===== src/common/supply_irq_pkg.sv =====
// constants for the analog supply status and interrupt flag block
package supply_irq_pkg;
    // word offsets, byte address is four times the index
    localparam logic [7:0] IDX_ANALOG_FLAG_CLEAR  = 8'h14;
    localparam logic [7:0] IDX_ANALOG_OVERVIEW    = 8'h18;
    localparam logic [7:0] IDX_SUPPLY_STATUS      = 8'h1C;
    localparam logic [7:0] IDX_SUPPLY_ENABLE      = 8'h20;
    localparam logic [7:0] IDX_SUPPLY_FLAG_CLEAR  = 8'h24;
    localparam logic [7:0] IDX_ANALOG_ENABLE      = 8'h28;
    localparam logic [9:0] ADDR_ANALOG_FLAG_CLEAR = {IDX_ANALOG_FLAG_CLEAR, 2'b00};
    localparam logic [9:0] ADDR_ANALOG_OVERVIEW   = {IDX_ANALOG_OVERVIEW, 2'b00};
    localparam logic [9:0] ADDR_SUPPLY_STATUS     = {IDX_SUPPLY_STATUS, 2'b00};
    localparam logic [9:0] ADDR_SUPPLY_ENABLE     = {IDX_SUPPLY_ENABLE, 2'b00};
    localparam logic [9:0] ADDR_SUPPLY_FLAG_CLEAR = {IDX_SUPPLY_FLAG_CLEAR, 2'b00};
    localparam logic [9:0] ADDR_ANALOG_ENABLE     = {IDX_ANALOG_ENABLE, 2'b00};
    // rail order in the four-bit condition vectors: battery, sensor, io, core
    localparam int RAILS = 4;
    // supply status register positions per rail
    localparam int POS_HIGH_LEVEL [RAILS] = '{24, 27, 28, 30};
    localparam int POS_LOW_LEVEL  [RAILS] = '{16, 19, 20, 22};
    localparam int POS_HIGH_EVENT [RAILS] = '{8, 11, 12, 14};
    localparam int POS_LOW_EVENT  [RAILS] = '{0, 3, 4, 6};
    // overview positions
    localparam int OV_LEVEL_SUMMARY  = 30;
    localparam int OV_REF_HIGH_LVL   = 29;
    localparam int OV_REF_LOW_LVL    = 28;
    localparam int OV_HEAT_STOP_LVL  = 25;
    localparam int OV_HEAT_WARN_LVL  = 24;
    localparam int OV_HIGH_SIDE_LVL  = 19;
    localparam int OV_GATE_LVL       = 18;
    localparam int OV_PUMP_LVL       = 17;
    localparam int OV_XCVR_LVL       = 16;
    localparam int OV_SUPPLY_SUMMARY = 14;
    localparam int OV_REF_HIGH       = 13;
    localparam int OV_REF_LOW        = 12;
    localparam int OV_CLOCK_MON      = 10;
    localparam int OV_HEAT_STOP      = 9;
    localparam int OV_HEAT_WARN      = 8;
    localparam int OV_HIGH_SIDE      = 3;
    localparam int OV_GATE           = 2;
    localparam int OV_PUMP           = 1;
    localparam int OV_XCVR           = 0;
    // reset values
    localparam logic [31:0] RST_ZERO          = 32'h0000_0000;
    localparam logic [7:0]  RST_SUPPLY_ENABLE = 8'hFF;
    localparam logic [3:0]  RST_ANALOG_ENABLE = 4'h0;
endpackage


===== src/hw/analog_supply_irq_status.sv =====
// analog supply status, edge flags, overview register and supply interrupt output
`timescale 1ns/1ps
// Operation
// RQ1: overview bit 14 is OR of all supply interrupt flags
// RQ2: overview bits 13/12 flag reference over/undervoltage from converter channel 5
// RQ3: overview bit 10 shows clock watchdog interrupt flag, read only
// RQ4: overview bit 9 flags overtemperature shutdown from channel 8
// RQ5: overview bit 8 flags overtemperature prewarning, independent of shutdown
// RQ6: overview bit 3 is OR of high-side overcurrent, overheat, open-load flags
// RQ7: overview bit 2 is OR of gate driver flags
// RQ8: overview bit 1 is OR of charge pump flags
// RQ9: overview bit 0 is OR of transceiver overcurrent and overheat flags
// RQ10: reserved bits read zero, writes to them ignored
// RQ11: overview register resets to zero
// RQ12: supply status register resets to zero
// RQ13: overvoltage levels at bits 30, 28, 27, 24
// RQ14: undervoltage levels at bits 22, 20, 19, 16
// RQ15: overvoltage event flags at bits 14, 12, 11, 8
// RQ16: undervoltage event flags at bits 6, 4, 3, 0
// RQ17: supply flags capture condition edges, not levels
// RQ18: dedicated clear registers reset supply and other analog flags
// RQ19: overview bit 30 is OR of all supply level bits
// RQ20: writing one clears a flag, zero leaves it
// RQ21: combined supply interrupts drive the non-maskable interrupt output
// RQ22: each supply flag forwarded only while its enable is one
// RQ23: flag sets on rising edge, holds until cleared; level follows condition
// RQ24: hardware set wins over simultaneous software clear
module analog_supply_irq_status
    import supply_irq_pkg::*;
(
    // clock and reset
    input  wire logic        mclk_in,
    input  wire logic        nrst_in,
    // register port
    input  wire logic [9:0]  addr_in,
    input  wire logic [31:0] wdata_in,
    input  wire logic        wr_in,
    input  wire logic        rd_in,
    output logic      [31:0] rdata_out,
    // supply conditions from supervision converter, per rail
    input  wire logic [3:0]  rail_high_in,
    input  wire logic [3:0]  rail_low_in,
    // other analog conditions
    input  wire logic        reference_high_in,
    input  wire logic        reference_low_in,
    input  wire logic        overheat_shutdown_in,
    input  wire logic        overheat_prewarn_in,
    // fault flags kept by other analog blocks
    input  wire logic        clock_monitor_flag_in,
    input  wire logic [2:0]  high_side_flags_in,
    input  wire logic [2:0]  high_side_levels_in,
    input  wire logic [7:0]  gate_driver_flags_in,
    input  wire logic [7:0]  gate_driver_levels_in,
    input  wire logic [3:0]  charge_pump_flags_in,
    input  wire logic [3:0]  charge_pump_levels_in,
    input  wire logic [1:0]  transceiver_flags_in,
    input  wire logic        transceiver_level_in,
    // interrupt outputs
    output logic             supply_nmi_out,
    output logic             analog_irq_out
);

    // synchronised conditions: 12 inputs from analog side
    localparam int NCOND = 12;
    logic [NCOND-1:0] cond_raw;
    logic [NCOND-1:0] sync1_ff;
    logic [NCOND-1:0] sync2_ff;
    logic [NCOND-1:0] prev_ff;
    logic [NCOND-1:0] rise;
    assign cond_raw = {overheat_prewarn_in, overheat_shutdown_in, reference_low_in,
                       reference_high_in, rail_low_in, rail_high_in};

    // two-stage synchroniser, analog comparators are asynchronous to mclk
    always_ff @(posedge mclk_in or negedge nrst_in) begin
        if (!nrst_in) begin
            sync1_ff <= '0;
            sync2_ff <= '0;
            prev_ff  <= '0;
        end else begin
            sync1_ff <= cond_raw;
            sync2_ff <= sync1_ff;
            prev_ff  <= sync2_ff;
        end
    end
    assign rise = sync2_ff & ~prev_ff; // RQ17

    // bus decode
    function automatic logic hit(input logic [9:0] a, input logic [9:0] ref_a);
        return a == ref_a;
    endfunction
    logic wr_supply_clr;
    logic wr_analog_clr;
    assign wr_supply_clr = wr_in && hit(addr_in, ADDR_SUPPLY_FLAG_CLEAR); // RQ18
    assign wr_analog_clr = wr_in && hit(addr_in, ADDR_ANALOG_FLAG_CLEAR); // RQ18

    // level bits and event flags
    logic [3:0] high_lvl_ff;
    logic [3:0] low_lvl_ff;
    logic [3:0] high_evt_ff;
    logic [3:0] low_evt_ff;
    logic [3:0] other_lvl_ff;  // ref high, ref low, heat stop, heat warn
    logic [3:0] other_evt_ff;
    logic [3:0] other_evt_clr;
    logic [3:0] other_rise;
    logic [3:0] other_cond;
    assign other_cond    = {sync2_ff[8], sync2_ff[9], sync2_ff[10], sync2_ff[11]};
    assign other_rise    = {rise[8], rise[9], rise[10], rise[11]};
    assign other_evt_clr = wr_analog_clr ? {wdata_in[13], wdata_in[12], wdata_in[9],
                                            wdata_in[8]} : 4'h0;

    // per-rail flags; set wins over a clear in the same cycle
    genvar g;
    generate
        for (g = 0; g < RAILS; g++) begin : g_rail
            logic clr_he;
            logic clr_le;
            assign clr_he = wr_supply_clr && wdata_in[POS_HIGH_EVENT[g]]; // RQ20
            assign clr_le = wr_supply_clr && wdata_in[POS_LOW_EVENT[g]];  // RQ20
            // level follows condition, so a status clear has nothing to hold down
            always_ff @(posedge mclk_in or negedge nrst_in) begin
                if (!nrst_in) begin
                    high_lvl_ff[g] <= 1'b0; // RQ12
                    low_lvl_ff[g]  <= 1'b0;
                end else begin
                    high_lvl_ff[g] <= sync2_ff[g]; // RQ23
                    low_lvl_ff[g]  <= sync2_ff[g+4]; // RQ23
                end
            end
            // event flags capture rising edges only
            always_ff @(posedge mclk_in or negedge nrst_in) begin
                if (!nrst_in) begin
                    high_evt_ff[g] <= 1'b0;
                    low_evt_ff[g]  <= 1'b0;
                end else begin
                    high_evt_ff[g] <= rise[g] | (high_evt_ff[g] & ~clr_he);     // RQ24
                    low_evt_ff[g]  <= rise[g+4] | (low_evt_ff[g] & ~clr_le);    // RQ24
                end
            end
        end
    endgenerate

    // other analog levels and flags
    always_ff @(posedge mclk_in or negedge nrst_in) begin
        if (!nrst_in) begin
            other_lvl_ff <= 4'h0; // RQ11
            other_evt_ff <= 4'h0;
        end else begin
            other_lvl_ff <= other_cond; // RQ23
            other_evt_ff <= other_rise | (other_evt_ff & ~other_evt_clr); // RQ2 RQ4 RQ5
        end
    end

    // enable registers
    logic [7:0] supply_en_ff;  // {hc,hi,hs,hb,lc,li,ls,lb} packed at status event positions
    logic [3:0] analog_en_ff;
    always_ff @(posedge mclk_in or negedge nrst_in) begin
        if (!nrst_in) begin
            supply_en_ff <= RST_SUPPLY_ENABLE;
            analog_en_ff <= RST_ANALOG_ENABLE;
        end else begin
            if (wr_in && hit(addr_in, ADDR_SUPPLY_ENABLE)) begin
                supply_en_ff <= {wdata_in[14], wdata_in[12], wdata_in[11], wdata_in[8],
                                 wdata_in[6], wdata_in[4], wdata_in[3], wdata_in[0]};
            end
            if (wr_in && hit(addr_in, ADDR_ANALOG_ENABLE)) begin
                analog_en_ff <= {wdata_in[13], wdata_in[12], wdata_in[9], wdata_in[8]};
            end
        end
    end

    // register images; unlisted bits stay zero
    logic [31:0] supply_img;
    logic [31:0] overview_img;
    logic [31:0] supply_en_img;
    logic [31:0] analog_en_img;
    always_comb begin
        supply_img = RST_ZERO; // RQ10
        for (int i = 0; i < RAILS; i++) begin
            supply_img[POS_HIGH_LEVEL[i]] = high_lvl_ff[i]; // RQ13
            supply_img[POS_LOW_LEVEL[i]]  = low_lvl_ff[i];  // RQ14
            supply_img[POS_HIGH_EVENT[i]] = high_evt_ff[i]; // RQ15
            supply_img[POS_LOW_EVENT[i]]  = low_evt_ff[i];  // RQ16
        end
    end
    always_comb begin
        overview_img = RST_ZERO; // RQ10
        overview_img[OV_LEVEL_SUMMARY]  = |{high_lvl_ff, low_lvl_ff};     // RQ19
        overview_img[OV_REF_HIGH_LVL]   = other_lvl_ff[3];
        overview_img[OV_REF_LOW_LVL]    = other_lvl_ff[2];
        overview_img[OV_HEAT_STOP_LVL]  = other_lvl_ff[1];
        overview_img[OV_HEAT_WARN_LVL]  = other_lvl_ff[0];
        overview_img[OV_HIGH_SIDE_LVL]  = |high_side_levels_in[2:1];
        overview_img[OV_GATE_LVL]       = |gate_driver_levels_in;
        overview_img[OV_PUMP_LVL]       = |charge_pump_levels_in;
        overview_img[OV_XCVR_LVL]       = transceiver_level_in;
        overview_img[OV_SUPPLY_SUMMARY] = |{high_evt_ff, low_evt_ff};     // RQ1
        overview_img[OV_REF_HIGH]       = other_evt_ff[3];                // RQ2
        overview_img[OV_REF_LOW]        = other_evt_ff[2];                // RQ2
        overview_img[OV_CLOCK_MON]      = clock_monitor_flag_in;          // RQ3
        overview_img[OV_HEAT_STOP]      = other_evt_ff[1];                // RQ4
        overview_img[OV_HEAT_WARN]      = other_evt_ff[0];                // RQ5
        overview_img[OV_HIGH_SIDE]      = |high_side_flags_in;            // RQ6
        overview_img[OV_GATE]           = |gate_driver_flags_in;          // RQ7
        overview_img[OV_PUMP]           = |charge_pump_flags_in;          // RQ8
        overview_img[OV_XCVR]           = |transceiver_flags_in;          // RQ9
    end
    assign supply_en_img = {17'h0_0000, supply_en_ff[7], 1'b0, supply_en_ff[6:5], 2'b00,
                            supply_en_ff[4], 1'b0, supply_en_ff[3], 1'b0, supply_en_ff[2:1],
                            2'b00, supply_en_ff[0]};
    assign analog_en_img = {18'h0_0000, analog_en_ff[3:2], 2'b00, analog_en_ff[1:0], 8'h00};

    // read data one cycle after strobe, zero otherwise; clear regs read zero
    always_ff @(posedge mclk_in or negedge nrst_in) begin
        if (!nrst_in) begin
            rdata_out <= RST_ZERO;
        end else if (rd_in) begin
            case (addr_in)
                ADDR_SUPPLY_STATUS:   rdata_out <= supply_img;
                ADDR_ANALOG_OVERVIEW: rdata_out <= overview_img;
                ADDR_SUPPLY_ENABLE:   rdata_out <= supply_en_img;
                ADDR_ANALOG_ENABLE:   rdata_out <= analog_en_img;
                default:              rdata_out <= RST_ZERO;
            endcase
        end else begin
            rdata_out <= RST_ZERO;
        end
    end

    // interrupt outputs, registered; enable gates each flag
    logic [7:0] supply_evt_vec;
    assign supply_evt_vec = {high_evt_ff[3], high_evt_ff[2], high_evt_ff[1], high_evt_ff[0],
                             low_evt_ff[3], low_evt_ff[2], low_evt_ff[1], low_evt_ff[0]};
    always_ff @(posedge mclk_in or negedge nrst_in) begin
        if (!nrst_in) begin
            supply_nmi_out <= 1'b0;
            analog_irq_out <= 1'b0;
        end else begin
            supply_nmi_out <= |(supply_evt_vec & supply_en_ff); // RQ21 RQ22
            analog_irq_out <= |(other_evt_ff & analog_en_ff);
        end
    end

    // read qualifiers shared by the register view checks
    logic rd_ov;
    logic rd_st;
    assign rd_ov = rd_in && hit(addr_in, ADDR_ANALOG_OVERVIEW);
    assign rd_st = rd_in && hit(addr_in, ADDR_SUPPLY_STATUS);
endmodule


===== config.mk =====
export PLATFORM = sky130hd
export DESIGN_NAME = analog_supply_irq_status
export DESIGN_NICKNAME = d
export VERILOG_FILES = /design/src/common/supply_irq_pkg.sv /design/src/hw/analog_supply_irq_status.sv
export SDC_FILE = /design/constraint.sdc
export NUM_CORES = 1
export LEC_CHECK = 0
export BUFFER_PORTS_ARGS = -buffer_cell sky130_fd_sc_hd__clkbuf_2
export CAP_MARGIN = 10
export CORE_UTILIZATION = 43
export CTS_CLUSTER_DIAMETER = 60
export DETAILED_ROUTE_END_ITERATION = 8
export PLACE_DENSITY_LB_ADDON = 0.12
export SLEW_MARGIN = 10
export SYNTH_ARGS = -nofsm -noshare
export SYNTH_HDL_FRONTEND = slang
export SYNTH_SLANG_ARGS = --single-unit

===== constraint.sdc =====
create_clock -name mclk_in -period 1.45 [get_ports mclk_in]
set_clock_uncertainty 0.05 [all_clocks]
set_input_delay 0.0725 -clock mclk_in [delete_from_list [all_inputs] [get_ports mclk_in]]
set_output_delay 0.0725 -clock mclk_in [all_outputs]
set_load 0.02 [all_outputs]

==> impl_metrics.toml <==
[synthesis]
synth-seq-area-share_pct = 67.3
yosys_most_used_dff = "dfrtp_1"
netlist_instances = 252
synth_edf_count = 0
ys.warnings.count = 0
avgSynthCellArea_um2 = 12.9
yosysUniqueCellTypes = 39
syn-cell-area_um2 = 3250
async_flop_share_pct = 100
ys_ff_latch = 87

[floorplanning]
die_area_um2 = 7910
start_util_pct = 44.6
chipWidth_um = 89.0
core_area_um2 = 7290
ioPinCount = 126
rows = 31
die_h_um = 89.0

[timing]
fmax_ghz = 0.643
setup_tns_ps = -106
final_max_slew_viol_count = 0
finalWorstSetupSlack_ps = -106
rsz0062_at_grt = "yes"
fin_crit_sh_pct = 107
hold-worst-slack_ps = 60.4
post-route-min-period_ps = 1560
finalSetupViolCount = 1
finalHoldViolCount = 0

[setup_path]
cp-endpoint = "rdata_out[14]"
critical-path-max-stage-delay_ps = 570
crit-reg2reg-launch = "low_evt_ff[1]"
crit_cells = 3
worst-setup-path-type = "register to register"
crit_path_start_kind = "register"
reg2regPathDepth = 3
worst_ep_required_time_ps = 1620
reg2reg_slack_ps = -110
cp_num_buf_inv = 0
regToRegEndpoint = "rdata_out[14]"
cp_cell_sequence = "or4_4 > o41ai_4 > a31oi_1"
cp_max_fo = 2
cpMaxStageDelayCell = "or4_4"
crit_path_start = "low_evt_ff[1]"
cp_data_arrival_time_ps = 1730
crit_family = "simple AND/OR/NAND/NOR gates"
end_kind = "register"

[detailed_routing]
via_per_inst = 4.89
avgRoutedWirePerCell_um = 15.0
drcViolationCount = 0
wirelength_um = 7880
via_count = 2570
antenna_left = 0
drtIter0Drc = 132
drtPass1Iterations = 4

[layout]
synthToLayoutAreaGrowth_pct = 45.2
n_antenna_cell = 0
fin_nets = 514
nFillCells = 564
layout-drive-gt1-share_pct = 41.7

[global_routing]
grt_pass1_wl_um = 11800
grt_antenna_before_repair = 0
first_global_vias = 2490
grt_usage_pct = 20.9
grt_max_degree = 36
grt-ovfl-total = 0

[power_and_ir_drop]
ir_worst_vdd_mv = 0.784
leakagePower_nw = 2.28
powerDensity_nw_per_um2 = 977

[clock_tree]
clk_latency_ps = 350
clk_pin_slew_ps = 90
ctsHtreeMaxLevel = 3
cts_tree = "built"
cts_root_buf = "clkbuf_8"
numCtsBuffers = 9
cts.path.max_buffers = 2
clkSinkCount = 87

[flow_run]
cap_violations = 0

[place]
dp_hpwl_um = 5520
gp_routability_congestion = 0.792
port-buffer-count = 95

[min_path]
hp-class = "primary input to async pin"

[run_status]
outcome = "complete, but fails checks"
violations = "setup timing"
## stage by stage
| step | power [mW] | worst slack, ps | cell area, um^2 | cells | util, % |
|---|---|---|---|---|---|
| 2_1_floorplan | 2.66 | -96.0 | 3310 | 258 | - |
| 3_3_place_gp | 2.86 | -218 | 4060 | 468 | 55.7 |
| 3_5_place_dp | 2.86 | -246 | 4060 | 468 | 55.7 |
| 4_1_cts | 4.68 | -87.4 | 4710 | 526 | 64.6 |
| 5_1_grt | 4.80 | -130 | 4720 | 526 | 64.8 |
| 6_report | 4.62 | -106 | 4720 | 526 | 64.8 |
## how the worst min path moves through the flow
| stage | to | from | depth (start not counted) | slack, ps |
|---|---|---|---|---|
| after floorplan | analog_en_ff[0] | nrst_in | 0 | -270 |
| after global placement | prev_ff[5] | nrst_in | 1 | -110 |
| after detailed placement | prev_ff[5] | nrst_in | 1 | -110 |
| after CTS | prev_ff[5] | nrst_in | 2 | 50 |
| after global routing | prev_ff[5] | nrst_in | 2 | 70 |
| final | prev_ff[5] | nrst_in | 2 | 60 |
## report_power, final
| group | total (mW) | switching [mW] | internal (mW) | leakage [nW] |
|---|---|---|---|---|
| combinational | 0.386 | 0.193 | 0.193 | 1.14 |
| sequential | 2.52 | 0.0298 | 2.49 | 1.04 |
| clock | 1.71 | 0.860 | 0.852 | 0.0993 |
## final cells by class
| class | count | area [um^2] | area share [%] |
|---|---|---|---|
| Sequential cell | 87 | 2190 | 46.3 |
| Timing Repair Buffer | 166 | 1130 | 23.9 |
| Multi-Input combinational cell | 145 | 1030 | 21.8 |
| Clock buffer | 10 | 138 | 2.91 |
| Tap cell | 99 | 124 | 2.62 |
| Clock inverter | 6 | 67.6 | 1.43 |
| Inverter | 13 | 48.8 | 1.03 |
## cells in the mapped netlist (2+ instances only)
cell type / n / area (um^2)
o21ai_0: 3 / 15.0
dfrtp_1: 79 / 1980
and3_1: 4 / 25.0
a22oi_1: 12 / 90.1
inv_1: 13 / 48.8
nor3_1: 2 / 10.0
a31o_2: 2 / 17.5
dfstp_2: 8 / 210
nor2_1: 19 / 71.3
nand2_1: 22 / 82.6
a22o_1: 12 / 105
nand2b_1: 3 / 18.8
nand3_1: 7 / 35.0
nand3b_1: 2 / 15.0
a32oi_1: 4 / 35.0
buf_4: 8 / 60.1
nand4b_1: 2 / 17.5
a21oi_1: 6 / 30.0
nor4_1: 7 / 43.8
nor4_4: 2 / 42.5
nor3_2: 2 / 20.0
clkbuf_1: 3 / 11.3
mux2_2: 12 / 135
or4_1: 2 / 15.0
nand4_1: 2 / 12.5
## cells in the final DEF, fill, tap and decap left out, drive strengths merged, types with 10 or more instances in the layout
cell type,count
dfrtp,79
nor2,19
dlygate4sd3,42
buf,30
nand2,22
nor4,10
a22oi,12
mux2,12
clkbuf,104
a22o,12
inv,15
## routing by layer
metal	routed length (um)	up-vias	GRT usage (%)
li1	-	1221	-
met1	3640	1234	27.0
met2	3610	105	34.1
met3	530	10	5.91
met4	98	0	7.65
met5	0	-	0
## logic make-up after synthesis
logic type / Yosys count / share of synthesized area, %
flip-flops: 87 / 67.3
AND/OR/NAND/NOR: 84 / 14.9
other: 1 / 0.115
buffers and inverters: 26 / 3.96
AO/OA/AOI/OAI: 42 / 9.66
multiplexers: 12 / 4.16
## sequential cells by signal, indices dropped and copies added, names as in the netlist, 3 cells and up
name	count
supply_en_ff	8
prev_ff	9
sync1_ff	12
rdata_out	25
analog_en_ff	4
sync2_ff	12
high_evt_ff	4
other_evt_ff	4
low_evt_ff	4
other_lvl_ff	3
## repair_timing
item	4_1_cts	5_1_grt
cloned	0	0
hold buffers	42	0
endpoints found under the setup margin	1	3
hold endpoints to repair	128	0
resized for setup	3	2
buffers inserted	0	0
Note: power is estimated with default switching activity, not from simulation.
